`src/hw/aao_pkg.sv`:
```
// Constants, opcodes and states shared by the accumulator ALU operation block
package aao_pkg;

    // Datapath widths and field positions
    localparam int AAO_MSB = 7;
    localparam int AAO_NIB_HI = 4;
    localparam int AAO_NIB_LO = 3;
    localparam int AAO_SEL_W = 3;

    // Constant byte values
    localparam logic [7:0] AAO_BYTE_ZERO = 8'h00;
    localparam logic [7:0] AAO_BYTE_ONES = 8'hff;
    localparam logic [7:0] AAO_BYTE_ONE = 8'h01;

    // Reset values
    localparam logic [7:0] AAO_ACC_RESET = 8'h00;
    localparam logic AAO_FLAG_RESET = 1'b0;

    // Operation codes presented on op_code
    typedef enum logic [4:0] {
        op_rotate_left_to_acc = 5'h00,
        op_rotate_left_thru_carry = 5'h01,
        op_rotate_left_thru_carry_to_acc = 5'h02,
        op_rotate_right_in_place = 5'h03,
        op_rotate_right_to_acc = 5'h04,
        op_rotate_right_thru_carry = 5'h05,
        op_rotate_right_thru_carry_to_acc = 5'h06,
        op_subtract_with_borrow = 5'h07,
        op_subtract_with_borrow_to_mem = 5'h08,
        op_subtract_to_acc = 5'h09,
        op_minus_memory_into_memory = 5'h0a,
        op_subtract_immediate = 5'h0b,
        op_decrement_skip_if_zero = 5'h0c,
        op_decrement_to_acc_skip_if_zero = 5'h0d,
        op_increment_skip_if_zero = 5'h0e,
        op_increment_to_acc_skip_if_zero = 5'h0f,
        op_skip_if_bit_set = 5'h10,
        op_skip_if_memory_zero = 5'h11,
        op_byte_set = 5'h12,
        op_bit_set = 5'h13,
        op_nibble_exchange_in_place = 5'h14,
        op_nibble_exchange_to_acc = 5'h15,
        op_load_acc = 5'h16,
        op_load_carry = 5'h17
    } aao_op_t;

    // Sequencer states, one-hot
    typedef enum logic [1:0] {
        st_idle = 2'h1,
        st_dummy = 2'h2
    } aao_state_t;

    // Zero test of a byte
    function automatic logic aao_is_zero(input logic [7:0] v);
        return (v == AAO_BYTE_ZERO);
    endfunction

endpackage

```
`src/hw/aao_alu_core.sv`:
```
// Accumulator ALU operation sequencer with flags, write back and skip control
`timescale 1ns/100ps
`default_nettype none

module aao_alu_core
    import aao_pkg::*;
(
    input wire logic clk,
    input wire logic rst,
    input wire logic op_valid,
    input wire aao_op_t op_code,
    input wire logic [7:0] mem_rdata,
    input wire logic [7:0] imm_data,
    input wire logic [2:0] bit_sel,
    output logic ready,
    output logic done,
    output logic [7:0] acc,
    output logic flag_c,
    output logic flag_ac,
    output logic flag_z,
    output logic flag_ov,
    output logic mem_wr,
    output logic [7:0] mem_wdata,
    output logic skip
);

    aao_state_t state;
    aao_state_t next_state;
    logic next_ready;
    logic next_done;
    logic [7:0] next_acc;
    logic next_flag_c;
    logic next_flag_ac;
    logic next_flag_z;
    logic next_flag_ov;
    logic next_mem_wr;
    logic [7:0] next_mem_wdata;
    logic next_skip;

    logic take;
    logic [7:0] rol;
    logic [7:0] ror;
    logic [7:0] rol_c;
    logic rol_cout;
    logic [7:0] ror_c;
    logic ror_cout;
    logic [7:0] swapped;
    logic [7:0] bit_set_val;
    logic [7:0] sub_opnd;
    logic sub_borrow_en;
    logic [7:0] diff;
    logic sub_c;
    logic sub_ac;
    logic sub_ov;
    logic [7:0] mem_inc;
    logic [7:0] mem_dec;

    ////////////////////////////////////////////////////////////////////////////
    // Datapath units

    aao_shift_unit u_shift (
        .opnd(mem_rdata),
        .carry_in(flag_c),
        .bit_sel(bit_sel),
        .rol(rol),
        .ror(ror),
        .rol_c(rol_c),
        .rol_cout(rol_cout),
        .ror_c(ror_c),
        .ror_cout(ror_cout),
        .swapped(swapped),
        .bit_set_val(bit_set_val)
    );

    // Immediate form takes the constant in place of the memory byte
    assign sub_opnd = (op_code == op_subtract_immediate) ? imm_data : mem_rdata;
    assign sub_borrow_en = (op_code == op_subtract_with_borrow)
        || (op_code == op_subtract_with_borrow_to_mem);

    aao_sub_unit u_sub (
        .minuend(acc),
        .subtrahend(sub_opnd),
        .with_borrow(sub_borrow_en),
        .carry_in(flag_c),
        .diff(diff),
        .carry_out(sub_c),
        .aux_out(sub_ac),
        .ovf_out(sub_ov)
    );

    assign mem_inc = mem_rdata + AAO_BYTE_ONE;
    assign mem_dec = mem_rdata - AAO_BYTE_ONE;

    // Requests are ignored during the dummy cycle
    assign take = op_valid && ready;

    ////////////////////////////////////////////////////////////////////////////
    // Next state and result computation

    always_comb
    begin
        next_state = state;
        next_ready = ready;
        next_done = 1'b0;
        next_acc = acc;
        next_flag_c = flag_c;
        next_flag_ac = flag_ac;
        next_flag_z = flag_z;
        next_flag_ov = flag_ov;
        next_mem_wr = 1'b0;
        next_mem_wdata = mem_wdata;
        next_skip = 1'b0;
        case (state)
            st_idle:
            begin
                if (take)
                begin
                    next_done = 1'b1;
                    case (op_code)
                        op_rotate_left_to_acc:
                        begin
                            next_acc = rol;
                        end
                        op_rotate_left_thru_carry:
                        begin
                            next_mem_wr = 1'b1;
                            next_mem_wdata = rol_c;
                            next_flag_c = rol_cout;
                        end
                        op_rotate_left_thru_carry_to_acc:
                        begin
                            next_acc = rol_c;
                            next_flag_c = rol_cout;
                        end
                        op_rotate_right_in_place:
                        begin
                            next_mem_wr = 1'b1;
                            next_mem_wdata = ror;
                        end
                        op_rotate_right_to_acc:
                        begin
                            next_acc = ror;
                        end
                        op_rotate_right_thru_carry:
                        begin
                            next_mem_wr = 1'b1;
                            next_mem_wdata = ror_c;
                            next_flag_c = ror_cout;
                        end
                        op_rotate_right_thru_carry_to_acc:
                        begin
                            next_acc = ror_c;
                            next_flag_c = ror_cout;
                        end
                        op_subtract_with_borrow, op_subtract_to_acc, op_subtract_immediate:
                        begin
                            next_acc = diff;
                            next_flag_c = sub_c;
                            next_flag_ac = sub_ac;
                            next_flag_z = aao_is_zero(diff);
                            next_flag_ov = sub_ov;
                        end
                        op_subtract_with_borrow_to_mem, op_minus_memory_into_memory:
                        begin
                            next_mem_wr = 1'b1;
                            next_mem_wdata = diff;
                            next_flag_c = sub_c;
                            next_flag_ac = sub_ac;
                            next_flag_z = aao_is_zero(diff);
                            next_flag_ov = sub_ov;
                        end
                        op_decrement_skip_if_zero:
                        begin
                            next_mem_wr = 1'b1;
                            next_mem_wdata = mem_dec;
                            next_skip = aao_is_zero(mem_dec);
                        end
                        op_decrement_to_acc_skip_if_zero:
                        begin
                            next_acc = mem_dec;
                            next_skip = aao_is_zero(mem_dec);
                        end
                        op_increment_skip_if_zero:
                        begin
                            next_mem_wr = 1'b1;
                            next_mem_wdata = mem_inc;
                            next_skip = aao_is_zero(mem_inc);
                        end
                        op_increment_to_acc_skip_if_zero:
                        begin
                            next_acc = mem_inc;
                            next_skip = aao_is_zero(mem_inc);
                        end
                        op_skip_if_bit_set:
                        begin
                            next_skip = mem_rdata[bit_sel];
                        end
                        op_skip_if_memory_zero:
                        begin
                            next_skip = aao_is_zero(mem_rdata);
                        end
                        op_byte_set:
                        begin
                            next_mem_wr = 1'b1;
                            next_mem_wdata = AAO_BYTE_ONES;
                        end
                        op_bit_set:
                        begin
                            next_mem_wr = 1'b1;
                            next_mem_wdata = bit_set_val;
                        end
                        op_nibble_exchange_in_place:
                        begin
                            next_mem_wr = 1'b1;
                            next_mem_wdata = swapped;
                        end
                        op_nibble_exchange_to_acc:
                        begin
                            next_acc = swapped;
                        end
                        op_load_acc:
                        begin
                            next_acc = imm_data;
                        end
                        op_load_carry:
                        begin
                            next_flag_c = imm_data[0];
                        end
                        default:
                        begin
                            next_done = 1'b0;
                        end
                    endcase
                    // Taken skip holds off the next request for the dummy cycle
                    if (next_skip)
                    begin
                        next_state = st_dummy;
                        next_ready = 1'b0;
                    end
                end
            end
            st_dummy:
            begin
                next_state = st_idle;
                next_ready = 1'b1;
            end
            default:
            begin
                next_state = st_idle;
                next_ready = 1'b1;
            end
        endcase
    end

    ////////////////////////////////////////////////////////////////////////////
    // State registers

    always_ff @(posedge clk or posedge rst)
    begin
        if (rst)
        begin
            state <= st_idle;
            ready <= 1'b1;
            done <= 1'b0;
            acc <= AAO_ACC_RESET;
            flag_c <= AAO_FLAG_RESET;
            flag_ac <= AAO_FLAG_RESET;
            flag_z <= AAO_FLAG_RESET;
            flag_ov <= AAO_FLAG_RESET;
            mem_wr <= 1'b0;
            mem_wdata <= AAO_BYTE_ZERO;
            skip <= 1'b0;
        end
        else
        begin
            state <= next_state;
            ready <= next_ready;
            done <= next_done;
            acc <= next_acc;
            flag_c <= next_flag_c;
            flag_ac <= next_flag_ac;
            flag_z <= next_flag_z;
            flag_ov <= next_flag_ov;
            mem_wr <= next_mem_wr;
            mem_wdata <= next_mem_wdata;
            skip <= next_skip;
        end
    end

endmodule

`default_nettype wire

```
`src/hw/aao_shift_unit.sv`:
```
// Rotate, nibble exchange and bit set paths of the ALU
`timescale 1ns/100ps
`default_nettype none

module aao_shift_unit
    import aao_pkg::*;
(
    input wire logic [7:0] opnd,
    input wire logic carry_in,
    input wire logic [2:0] bit_sel,
    output logic [7:0] rol,
    output logic [7:0] ror,
    output logic [7:0] rol_c,
    output logic rol_cout,
    output logic [7:0] ror_c,
    output logic ror_cout,
    output logic [7:0] swapped,
    output logic [7:0] bit_set_val
);

    logic [7:0] bit_mask;

    ////////////////////////////////////////////////////////////////////////////
    // Plain rotates, bit 7 and bit 0 wrap round
    assign rol = {opnd[AAO_MSB-1:0], opnd[AAO_MSB]};
    assign ror = {opnd[0], opnd[AAO_MSB:1]};

    ////////////////////////////////////////////////////////////////////////////
    // Rotates through carry, carry as ninth bit
    assign rol_c = {opnd[AAO_MSB-1:0], carry_in};
    assign rol_cout = opnd[AAO_MSB];
    assign ror_c = {carry_in, opnd[AAO_MSB:1]};
    assign ror_cout = opnd[0];

    ////////////////////////////////////////////////////////////////////////////
    // Nibble exchange and single bit set
    assign swapped = {opnd[AAO_NIB_LO:0], opnd[AAO_MSB:AAO_NIB_HI]};
    assign bit_mask = AAO_BYTE_ONE << bit_sel;
    assign bit_set_val = opnd | bit_mask;

endmodule

`default_nettype wire

```
`src/hw/aao_sub_unit.sv`:
```
// Eight bit subtractor with borrow and status flag outputs
`timescale 1ns/100ps
`default_nettype none

module aao_sub_unit
    import aao_pkg::*;
(
    input wire logic [7:0] minuend,
    input wire logic [7:0] subtrahend,
    input wire logic with_borrow,
    input wire logic carry_in,
    output logic [7:0] diff,
    output logic carry_out,
    output logic aux_out,
    output logic ovf_out
);

    logic borrow;
    logic [8:0] full;
    logic [4:0] low;

    // Borrow is the inverse of carry, applied only when with_borrow is set
    assign borrow = with_borrow & ~carry_in;
    assign full = {1'b0, minuend} - {1'b0, subtrahend} - {8'h00, borrow};
    assign low = {1'b0, minuend[AAO_NIB_LO:0]} - {1'b0, subtrahend[AAO_NIB_LO:0]}
        - {4'h0, borrow};
    assign diff = full[AAO_MSB:0];
    // Carry clear on negative result, set on zero or positive
    assign carry_out = ~full[AAO_MSB+1];
    assign aux_out = ~low[AAO_NIB_HI];
    assign ovf_out = (minuend[AAO_MSB] ^ subtrahend[AAO_MSB])
        & (minuend[AAO_MSB] ^ full[AAO_MSB]);

endmodule

`default_nettype wire

```
`config.mk`:
```
export PLATFORM = sky130hd
export DESIGN_NAME = aao_alu_core
export DESIGN_NICKNAME = d
export VERILOG_FILES = /design/src/hw/aao_pkg.sv /design/src/hw/aao_alu_core.sv /design/src/hw/aao_shift_unit.sv /design/src/hw/aao_sub_unit.sv
export SDC_FILE = /design/constraint.sdc
export NUM_CORES = 1
export LEC_CHECK = 0
export ABC_AREA = 1
export BUFFER_PORTS_ARGS = -buffer_cell sky130_fd_sc_hd__buf_4
export CAP_MARGIN = 15
export CORE_ASPECT_RATIO = 0.5
export CORE_MARGIN = 3
export CORE_UTILIZATION = 28
export DETAILED_ROUTE_END_ITERATION = 8
export SYNTH_ARGS = -nofsm -noshare
export SYNTH_HDL_FRONTEND = slang
export SYNTH_SLANG_ARGS = --single-unit
```
`constraint.sdc`:
```
create_clock -name clk -period 2.61 [get_ports clk]
set_input_delay 0.261 -clock clk [delete_from_list [all_inputs] [get_ports clk]]
set_output_delay 0.261 -clock clk [all_outputs]
set_load 0.005 [all_outputs]
```
# [After elaboration in Yosys (flattened, before gate mapping)]
# Index checks and enable logic that the tools add are counted.
[word_totals] reg_bits=26 inputBits=27 output_inout_bits=24 wordCells=100
[classes] addsub=6 magnitude_cmp=1 eq_ne=26 shift=1 muxes=23 bitwise=8 n_reduce_logical=24
[op_table] op="one-hot mux 8 bit (9 select lines)" count=2
[op_table] op="equality test 5 x 4 -> 1 bit (second input constant)" count=8
[op_table] op="equality test 5 bit (second input constant)" count=8
[op_table] op="logical NOT 8 bit" count=4
[op_table] op="OR reduction 24 bit" count=1
[op_table] op="equality test 5 x 3 -> 1 bit (second input constant)" count=4
[op_table] op="nonzero test 9 bit" count=2
[op_table] op="2-to-1 mux 1 bit" count=14
[op_table] op="AND reduction 3 bit" count=4
[op_table] op="equality test 5 x 2 -> 1 bit (second input constant)" count=2
[op_table] op="OR reduction 10 bit" count=1
[op_table] op="OR reduction 2 bit" count=5
[op_table] op="subtractor 8 x 8 -> 9 bit" count=1
[op_table] op="subtractor 9 x 1 -> 9 bit" count=1
[op_table] op="adder 8 x 1 -> 8 bit (second input constant)" count=1
[op_table] op="2-to-1 mux 8 bit" count=1
[op_table] op="OR 8 bit" count=1
[op_table] op="one-hot mux 1 bit (4 select lines)" count=2
[op_table] op="left shift 1 x 3 -> 8 bit (first input constant)" count=1
[op_table] op="subtractor 8 x 1 -> 8 bit (second input constant)" count=1
[op_table] op="2-to-1 mux 2 bit" count=3
[op_table] op="equality test 5 x 1 -> 1 bit (second input constant)" count=1
[op_table] op="logical NOT 5 bit" count=1
[op_table] op="OR reduction 5 bit" count=1
[op_table] op="other kinds (14)" count=19

# [Longest topological paths before layout]
# Gate-level depths: netlist of run 1.
[logic_depth] word_depth=8 ltp_mapped=21 ltp_nobuf=19

# [By module]
# Synthesis of run 1 repeated with hierarchy kept, for this count alone.
[hier_totals] cells_unflattened=747 area_unflattened_um2=4088.9
[by_module_without_submodules] module="aao_alu_core" n_inst=1 cells_each=592 area_per_inst_um2=3091.7 seq_area_each_um2=626.9
[by_module_without_submodules] module="aao_sub_unit" n_inst=1 cells_each=88 area_per_inst_um2=575.6 seq_area_each_um2=0.0
[by_module_without_submodules] module="aao_shift_unit" n_inst=1 cells_each=67 area_per_inst_um2=421.7 seq_area_each_um2=0.0

# [Worst setup path after synthesis of run 1]
# OpenSTA, ideal clock, no wires.
[synth_path] path_kind="input port to flip-flop" start="in op_code[1]" end="reg acc[6]" setup_ps=65 t_arrival_ps=2784 required_time_ps=2545 setup_slack_ps=-239 cell_stages=19 path_buffers=2 path_cell_list="buf_4 -> nand2_1 -> nor2_1 -> nand2_1 -> clkbuf_1 -> nand2_1 -> o21ai_0 -> fa_1 -> fa_1 -> nand2_1 -> nand2_1 -> nand2_1 -> nand2_1 -> nand2_1 -> xor2_1 -> nand2_1 -> nand3_1 -> nand2_1 -> nand2_1"
[synth_between] elab_chain_cells=5 word_cells_on_any_way=21 cone_classes="add/sub (2); eq/ne (11); mux (2); bitwise (1); reduce/logical (5)"
[synth_lines] item="start, declared" line_no="aao_alu_core.sv:11" text="input wire aao_op_t op_code,"
[synth_lines] item="equality test 5 x 4 -> 1 bit (tied with other cells)" line_no="aao_alu_core.sv:76, aao_alu_core.sv:119"
[synth_lines] item="2-to-1 mux 8 bit or logical OR 1 bit (tied branches)" line_no="aao_alu_core.sv:76, aao_alu_core.sv:78"
[synth_lines] item="subtractor 8 x 8 -> 9 bit or AND 1 bit (tied branches)" line_no="aao_sub_unit.sv:24, aao_sub_unit.sv:23"
[synth_lines] item="subtractor 9 x 1 -> 9 bit" line_no="aao_sub_unit.sv:24" text="assign full = {1'b0, minuend} - {1'b0, subtrahend} - {8'h00, borrow};"
[synth_lines] item="one-hot mux 8 bit (9 select lines)" line_no="aao_alu_core.sv:119" text="case (op_code)"
[synth_lines] item="end signal, assigned" line_no="aao_alu_core.sv:279" text="acc <= next_acc;"
[synth_lines] item="end, declared" line_no="aao_alu_core.sv:17" text="output logic [7:0] acc,"
# Parallel ways exist; a longest one is shown, timed or not.
# A chain may end at the register's enable or synchronous reset.

# [Final worst setup path of run 1]
[layout_path] start="in op_code[0]" end="reg acc[4]"
# Same word-level chain as after synthesis.

==> impl_metrics.xml, run 1 <==
<?xml version="1.0" encoding="UTF-8"?>
<metrics>
  <group name="yosys">
    <metric name="synth_xor_area_share" unit="%">2.28</metric>
    <metric name="yosysSeqAreaShare" unit="%">18.1</metric>
    <metric name="synth_compound_gate_area_share" unit="%">11.7</metric>
    <metric name="synth_largest_area_cell" unit="">sky130_fd_sc_hd__nand2_1</metric>
    <metric name="synth_cell_types" unit="">37</metric>
    <metric name="post_synth_fa_ha_maj_area_fraction" unit="%">6.95</metric>
    <metric name="synth_top_cells_by_area" unit="">sky130_fd_sc_hd__nand2_1, sky130_fd_sc_hd__dfrtp_1, sky130_fd_sc_hd__nor2_1</metric>
    <metric name="mux_cell_area_share_after_synthesis" unit="%">0</metric>
    <metric name="yosys.area_share.simple" unit="%">48.9</metric>
    <metric name="synth_top_family_by_area" unit="">simple AND/OR/NAND/NOR gates</metric>
    <metric name="synthesized_flop_and_latch_total" unit="">25</metric>
    <metric name="syn-cell-area" unit="µm²">3460</metric>
    <metric name="synth.avg_cell_area" unit="µm²">5.54</metric>
    <metric name="yosys_warnings" unit="">0</metric>
    <metric name="synth_largest_type_area_fraction" unit="%">21.4</metric>
    <metric name="synth_cells" unit="">624</metric>
    <metric name="postSynthNetCount" unit="">669</metric>
  </group>
  <group name="timing">
    <metric name="fin_ws" unit="ps">190</metric>
    <metric name="hold_viol" unit="">0</metric>
    <metric name="post-route-min-period" unit="ps">2420</metric>
    <metric name="max_freq" unit="MHz">413</metric>
    <metric name="final_max_slew_viol_count" unit="">0</metric>
    <metric name="relSlewSlack" unit="%">58.7</metric>
    <metric name="actual_transition_at_the_worst_max_transition_pin" unit="ps">613</metric>
    <metric name="final-setup-viol-count" unit="">0</metric>
    <metric name="fin_worst_skew" unit="ps">10.6</metric>
    <metric name="setup_repair_after_global_routing_missed_its_margin" unit="">yes</metric>
    <metric name="post_route_fraction_of_the_period_consumed_by_the_critical_path" unit="%">92.7</metric>
    <metric name="totalNegativeSetupSlack" unit="ps">0</metric>
    <metric name="hold_slack" unit="ps">54.7</metric>
  </group>
  <group name="critical_path">
    <metric name="worst_setup_path_end_kind" unit="">flip-flop</metric>
    <metric name="timing.rr.start" unit="">acc[0]</metric>
    <metric name="critPathRequiredTime" unit="ps">2780</metric>
    <metric name="worst_r2r_endpoint" unit="">acc[4]</metric>
    <metric name="path_max_fanout" unit="">8</metric>
    <metric name="rr_worst_depth" unit="">13</metric>
    <metric name="setup.reg_to_reg.worst_slack" unit="ps">360</metric>
    <metric name="worst_setup_path_start_kind" unit="">primary input</metric>
    <metric name="worst_ep_arrival_time" unit="ps">2590</metric>
    <metric name="critical_path_class" unit="">in -&gt; reg</metric>
  </group>
  <group name="pwr">
    <metric name="power_report.internal_total" unit="W">0.00132</metric>
    <metric name="p_sw" unit="W">0.00105</metric>
    <metric name="combPwrFrac" unit="%">60.8</metric>
    <metric name="design_power_total" unit="W">0.00237</metric>
    <metric name="pwr_density_cell" unit="nW/µm²">531</metric>
    <metric name="sw_frac_of_total" unit="%">44.3</metric>
    <metric name="leakage" unit="nW">2.42</metric>
    <metric name="pwr-share-seq" unit="%">23.9</metric>
    <metric name="power.share.clock" unit="%">15.4</metric>
    <metric name="irDropWorstVdd" unit="mV">0.262</metric>
  </group>
  <group name="place">
    <metric name="routabilityCongestion" unit="">0.986</metric>
    <metric name="place.detailed.hpwl" unit="µm">12200</metric>
    <metric name="placement.setup.worst_slack" unit="ps">-178</metric>
    <metric name="numPortBuffers" unit="">50</metric>
  </group>
  <group name="worst_hold_path">
    <metric name="worstHoldPathType" unit="">in -&gt; async</metric>
  </group>
  <group name="cts">
    <metric name="tritoncts.num_buffers" unit="">3</metric>
    <metric name="insertion_delay" unit="ps">270</metric>
    <metric name="clkTransAtPathRegs" unit="ps">70</metric>
    <metric name="htree_num_levels" unit="">1</metric>
    <metric name="clock_sinks" unit="">25</metric>
    <metric name="cts_hold_repair.buffers" unit="">0</metric>
    <metric name="cts.path.max_buffers" unit="">2</metric>
    <metric name="tritoncts" unit="">yes</metric>
    <metric name="cts-root-buf" unit="">sky130_fd_sc_hd__clkbuf_16</metric>
  </group>
  <group name="floorplan">
    <metric name="boundaryPins" unit="">51</metric>
    <metric name="fp.dieH" unit="µm">84.6</metric>
    <metric name="initial_utilization" unit="%">30.0</metric>
    <metric name="fp-row-count" unit="">27</metric>
    <metric name="dieWidth" unit="µm">163</metric>
    <metric name="core-area" unit="µm²">11500</metric>
    <metric name="fp.dieArea" unit="µm²">13800</metric>
  </group>
  <group name="global_routing">
    <metric name="global_route_wire_length_before_repair" unit="µm">23400</metric>
    <metric name="overflow_left_after_global_routing" unit="">0</metric>
    <metric name="number_of_antenna_violations_at_the_first_check_in_global_routing" unit="">0</metric>
    <metric name="via_count_of_the_first_global_routing_pass" unit="">4119</metric>
    <metric name="grt_max_degree" unit="">26</metric>
    <metric name="grt_usage" unit="%">21.7</metric>
  </group>
  <group name="layout">
    <metric name="layout-drive-gt1-share" unit="%">20.7</metric>
    <metric name="synthToLayoutAreaGrowth" unit="%">28.9</metric>
    <metric name="antenna_cells_inserted" unit="">0</metric>
    <metric name="most-common-layout-cells" unit="">sky130_fd_sc_hd__nand2_1, sky130_fd_sc_hd__nor2_1, sky130_fd_sc_hd__buf_4</metric>
    <metric name="layout.cells.most_common" unit="">sky130_fd_sc_hd__nand2_1</metric>
    <metric name="layout.nets" unit="">760</metric>
    <metric name="filler_cell_count" unit="">1312</metric>
  </group>
  <group name="routing">
    <metric name="routed_wirelength" unit="µm">15100</metric>
    <metric name="vias_per_cell" unit="">5.05</metric>
    <metric name="route.vias.total" unit="">4406</metric>
    <metric name="detail_route.wl_per_cell" unit="µm">17.3</metric>
    <metric name="number_of_antenna_violating_nets_in_the_routed_design" unit="">0</metric>
    <metric name="drt_first_pass_iters" unit="">5</metric>
    <metric name="number_of_drc_markers_after_the_initial_detailed_route_iteration" unit="">442</metric>
    <metric name="drc_errors" unit="">0</metric>
  </group>
  <group name="outcome">
    <metric name="outcome" unit="">finished clean</metric>
  </group>
  <group name="run">
    <metric name="max-cap-violations" unit="">0</metric>
  </group>
</metrics>
power groups by stage:
| stage | sequential, W | clock [W] | combinational [W] |
|---|---|---|---|
| finish | 0.000565 | 0.000364 | 0.00144 |
| global placement | 0.000573 | 0 | 0.00139 |
| CTS | 0.000566 | 0.000374 | 0.00140 |
| global route | 0.000577 | 0.000391 | 0.00161 |
| floorplan | 0.000560 | 0 | 0.000763 |
| detailed placement | 0.000572 | 0 | 0.00139 |
worst max path at each step:
stage,from,endpoint,cells after the start
after detailed placement,op_code[0],acc[6],18
after global routing,op_code[0],flag_ov,19
after floorplan,op_code[0],acc[6],19
after global placement,op_code[0],flag_z,18
after CTS,op_code[2],acc[6],17
final,op_code[0],acc[4],18
synth_stat cells (all sizes together):
cell type / n
nor3: 5
o2111ai: 1
xnor2: 3
inv: 85
o211ai: 2
o21a: 1
a22oi: 1
clkinv: 2
o21ai: 41
o22ai: 9
o21bai: 1
clkbuf: 5
a21oi: 17
dfrtp: 24
fa: 2
nand4: 11
xor2: 6
dfstp: 1
nand3: 56
buf: 10
and3: 1
nand3b: 4
nor4: 2
nand2: 208
ha: 16
nor2: 110
cell families (layout without fill, tap and decap cells):
kind of cell | count (synthesis) | after routing
fa+ha+maj | 18 | 18
xor+xnor | 9 | 9
simple gates | 397 | 398
buf+inv | 102 | 191
compound gates | 73 | 73
flops | 25 | 25
state kept, by name, indices dropped and copies added, names as in the netlist:
register,cells
mem_wr,1
acc,8
flag_ov,1
flag_z,1
mem_wdata,8
state,2
flag_c,1
flag_ac,1
skip,1
done,1
stage by stage:
stage | utilization (%) | cell area (µm²) | cells
6_report | 38.7 | 4460 | 873
2_1_floorplan | - | 3480 | 624
3_5_place_dp | 37.5 | 4320 | 866
5_1_grt | 38.7 | 4460 | 873
3_3_place_gp | 37.5 | 4320 | 866
4_1_cts | 38.2 | 4400 | 870
final cells by class:
| class | count | area (µm²) | share of cell area, % |
|---|---|---|---|
| multi-input cells | 498 | 2470 | 55.4 |
| repair buffers | 100 | 751 | 16.8 |
| flip-flops and latches | 25 | 627 | 14.1 |
| inverters | 87 | 329 | 7.38 |
| well taps | 159 | 199 | 4.46 |
| clock buffers | 3 | 75.1 | 1.68 |
| clock inverters | 1 | 5.00 | 0.112 |
worst max-delay path, stage by stage:
cell and delay (ps):
sky130_fd_sc_hd__buf_4 90, sky130_fd_sc_hd__nand2_2 70, sky130_fd_sc_hd__nor2_4 170, sky130_fd_sc_hd__nand2_4 110, sky130_fd_sc_hd__nand2_1 80, sky130_fd_sc_hd__o21ai_1 90, sky130_fd_sc_hd__fa_2 410, sky130_fd_sc_hd__fa_2 350
sky130_fd_sc_hd__nand2_1 80, sky130_fd_sc_hd__nand2_1 60, sky130_fd_sc_hd__nand2_2 80, sky130_fd_sc_hd__xnor2_1 120, sky130_fd_sc_hd__buf_4 150, sky130_fd_sc_hd__o21ai_0 80, sky130_fd_sc_hd__nor2_1 130, sky130_fd_sc_hd__nand3_1 90
sky130_fd_sc_hd__nand2_1 100, sky130_fd_sc_hd__nand2_1 60
repair_timing:
action                     in CTS  in global routing
buffers inserted                0                  2
gates resized for setup         0                  9
setup endpoints to repair       0                 13
metal layers:
| layer | track usage, % | share of wire [%] | wire length, µm |
|---|---|---|---|
| met5 | 0 | 0 | 0 |
| met4 | 4.14 | 1.8 | 272 |
| met3 | 4.88 | 9.1 | 1380 |
| met2 | 30.4 | 40 | 6010 |
| met1 | 33.4 | 49 | 7460 |
Power figures use the tool's default switching activity.
==> inputs of run 2 (changes only) <==
--- a/config.mk
+++ b/config.mk
@@ -10,7 +10,7 @@
 export CAP_MARGIN = 15
 export CORE_ASPECT_RATIO = 0.5
 export CORE_MARGIN = 3
-export CORE_UTILIZATION = 28
+export CORE_UTILIZATION = 25
 export DETAILED_ROUTE_END_ITERATION = 8
 export SYNTH_ARGS = -nofsm -noshare
 export SYNTH_HDL_FRONTEND = slang
==> run 2 against run 1 <==
  * Combinational power about the same
  * Fmax fell by 0.66%
  * Clock-buffer cell count is the same
  * Final cell count rose by 2.6%
  * Critical endpoint unchanged
==> impl_metrics.xml, run 2 (same netlist as run 1, synthesis figures left out) <==
<?xml version="1.0" encoding="UTF-8"?>
<metrics>
  <group name="outcome">
    <metric name="outcome" unit="">finished clean</metric>
  </group>
  <group name="layout">
    <metric name="largestRegisters" unit="">acc (8), mem_wdata (8), state (2)</metric>
    <metric name="antenna_cells_inserted" unit="">0</metric>
    <metric name="final_util" unit="%">34.2</metric>
    <metric name="layout.cells.most_common" unit="">sky130_fd_sc_hd__nand2_1</metric>
    <metric name="most-common-layout-cells" unit="">sky130_fd_sc_hd__nand2_1, sky130_fd_sc_hd__nor2_1, sky130_fd_sc_hd__buf_4</metric>
    <metric name="layout-drive-gt1-share" unit="%">20.1</metric>
    <metric name="synthToLayoutAreaGrowth" unit="%">29.6</metric>
    <metric name="layout.area.seq" unit="µm²">627</metric>
    <metric name="layout.nets" unit="">756</metric>
    <metric name="area_of_the_multi_input_gates" unit="µm²">2450</metric>
    <metric name="filler_cell_count" unit="">1496</metric>
  </group>
  <group name="routing">
    <metric name="routed_wirelength" unit="µm">14500</metric>
    <metric name="drc_errors" unit="">0</metric>
    <metric name="detail_route.wl_per_cell" unit="µm">16.2</metric>
    <metric name="vias_per_cell" unit="">4.82</metric>
    <metric name="drt_first_pass_iters" unit="">6</metric>
    <metric name="number_of_antenna_violating_nets_in_the_routed_design" unit="">0</metric>
    <metric name="number_of_drc_markers_after_the_initial_detailed_route_iteration" unit="">406</metric>
    <metric name="route.vias.total" unit="">4322</metric>
  </group>
  <group name="cts">
    <metric name="cts_hold_repair.buffers" unit="">0</metric>
    <metric name="tritoncts.num_buffers" unit="">3</metric>
    <metric name="htree_num_levels" unit="">1</metric>
    <metric name="cts.path.max_buffers" unit="">2</metric>
    <metric name="cts_resized" unit="">0</metric>
    <metric name="insertion_delay" unit="ps">270</metric>
    <metric name="clkTransAtPathRegs" unit="ps">70</metric>
    <metric name="cts-root-buf" unit="">sky130_fd_sc_hd__clkbuf_16</metric>
    <metric name="tritoncts" unit="">yes</metric>
    <metric name="post-cts-setup-buffers" unit="">0</metric>
    <metric name="clock_sinks" unit="">25</metric>
  </group>
  <group name="timing">
    <metric name="fin_ws" unit="ps">174</metric>
    <metric name="post-route-min-period" unit="ps">2440</metric>
    <metric name="final_max_slew_viol_count" unit="">0</metric>
    <metric name="fin_worst_skew" unit="ps">3.80</metric>
    <metric name="relSlewSlack" unit="%">54.1</metric>
    <metric name="hold_viol" unit="">0</metric>
    <metric name="final-setup-viol-count" unit="">0</metric>
    <metric name="post_route_fraction_of_the_period_consumed_by_the_critical_path" unit="%">93.4</metric>
    <metric name="actual_transition_at_the_worst_max_transition_pin" unit="ps">681</metric>
    <metric name="max_freq" unit="MHz">410</metric>
    <metric name="setup_repair_after_global_routing_missed_its_margin" unit="">no</metric>
  </group>
  <group name="floorplan">
    <metric name="fp-row-count" unit="">29</metric>
    <metric name="boundaryPins" unit="">51</metric>
    <metric name="initial_utilization" unit="%">26.4</metric>
    <metric name="dieWidth" unit="µm">172</metric>
    <metric name="fp.dieArea" unit="µm²">15400</metric>
    <metric name="core-area" unit="µm²">13100</metric>
    <metric name="fp.dieH" unit="µm">89.2</metric>
  </group>
  <group name="global_routing">
    <metric name="grt_usage" unit="%">18.9</metric>
    <metric name="global_route_wire_length_before_repair" unit="µm">22100</metric>
    <metric name="overflow_left_after_global_routing" unit="">0</metric>
    <metric name="grt_max_degree" unit="">26</metric>
    <metric name="via_count_of_the_first_global_routing_pass" unit="">3955</metric>
    <metric name="number_of_antenna_violations_at_the_first_check_in_global_routing" unit="">0</metric>
  </group>
  <group name="pwr">
    <metric name="pwr_density_cell" unit="nW/µm²">529</metric>
    <metric name="irDropWorstVdd" unit="mV">0.260</metric>
    <metric name="leakage" unit="nW">2.41</metric>
  </group>
  <group name="critical_path">
    <metric name="endpoint" unit="">acc[4]</metric>
    <metric name="setup.reg_to_reg.worst_slack" unit="ps">370</metric>
    <metric name="path_max_fanout" unit="">7</metric>
    <metric name="worst_r2r_endpoint" unit="">acc[4]</metric>
    <metric name="timing.rr.start" unit="">acc[0]</metric>
    <metric name="worst_ep_arrival_time" unit="ps">2600</metric>
    <metric name="critical_path_class" unit="">in -&gt; reg</metric>
    <metric name="critPathRequiredTime" unit="ps">2780</metric>
    <metric name="worst_setup_path_start_kind" unit="">primary input</metric>
    <metric name="worst_setup_path_end_kind" unit="">flip-flop</metric>
    <metric name="rr_worst_depth" unit="">13</metric>
    <metric name="startpoint" unit="">op_code[0]</metric>
  </group>
  <group name="place">
    <metric name="numPortBuffers" unit="">50</metric>
    <metric name="place.detailed.hpwl" unit="µm">11800</metric>
    <metric name="routabilityCongestion" unit="">1.02</metric>
    <metric name="placement.setup.worst_slack" unit="ps">-96.1</metric>
  </group>
  <group name="worst_hold_path">
    <metric name="worstHoldPathType" unit="">in -&gt; async</metric>
  </group>
  <group name="run">
    <metric name="max-cap-violations" unit="">0</metric>
  </group>
</metrics>
[run 2: cell count changes in the layout (fill, tap and decap cells not counted), sizes merged]
cell      before  now
nand2        209  208
clkinvlp       0    1
clkinv         3    2
buf          100   97
[run 2: worst max-delay path, cell delays in order]
cell and delay (ps):
sky130_fd_sc_hd__buf_4 120, sky130_fd_sc_hd__nand2_2 70, sky130_fd_sc_hd__nor2_2 60, sky130_fd_sc_hd__nand2_2 100, sky130_fd_sc_hd__buf_4 160, sky130_fd_sc_hd__o21ai_1 90, sky130_fd_sc_hd__fa_2 420, sky130_fd_sc_hd__fa_2 360
sky130_fd_sc_hd__nand2_1 70, sky130_fd_sc_hd__nand2_1 60, sky130_fd_sc_hd__nand2_2 120, sky130_fd_sc_hd__xnor2_2 120, sky130_fd_sc_hd__buf_4 150, sky130_fd_sc_hd__o21ai_0 80, sky130_fd_sc_hd__nor2_1 100, sky130_fd_sc_hd__nand3_1 120
sky130_fd_sc_hd__nand2_1 90, sky130_fd_sc_hd__nand2_1 50
[run 2: per-layer routing]
metal,vias up,global-route usage (%),part of all wire [%]
met5,-,0,0
met4,0,2.90,1.1
met3,13,4.42,8.9
met2,172,28.3,41
met1,1987,28.1,49
li1,2150,-,-
[run 2: area by class of cell]
cell class                      instances  share of cell area, %
Tap cell                              186                   5.19
Clock inverter                          1                  0.168
Timing Repair Buffer                   97                   17.0
Inverter                               87                   7.34
Multi-Input combinational cell        497                   54.6
Clock buffer                            3                   1.68
Sequential cell                        25                   14.0
[run 2: how the worst min path moves through the flow]
stage | from | to | slack, ps | cells past startpoint
after CTS | rst | acc[5] | 270 | 2
after global placement | flag_z | flag_z | 470 | 2
after floorplan | rst | acc[0] | 290 | 1
after detailed placement | mem_wdata[4] | mem_wdata[4] | 470 | 2
after global routing | rst | done | 60 | 2
final | rst | done | 20 | 2
[run 2: per-stage QoR]
step	TNS (ps)	total power [W]	std cells	hold WS, ps	cell area [µm²]
2_1_floorplan	0	0.00132	624	288	3480
3_3_place_gp	-142	0.00195	891	468	4350
3_5_place_dp	-544	0.00198	891	471	4350
4_1_cts	0	0.00236	895	274	4430
5_1_grt	0	0.00258	896	59.9	4480
6_report	0	0.00237	896	24.2	4480
[run 2: power breakdown]
part	leakage (nW)	internal, W	switching [W]
logic	2.05	0.000653	0.000800
clock network	0.0371	0.000209	0.000155
registers	0.317	0.000485	0.0000692
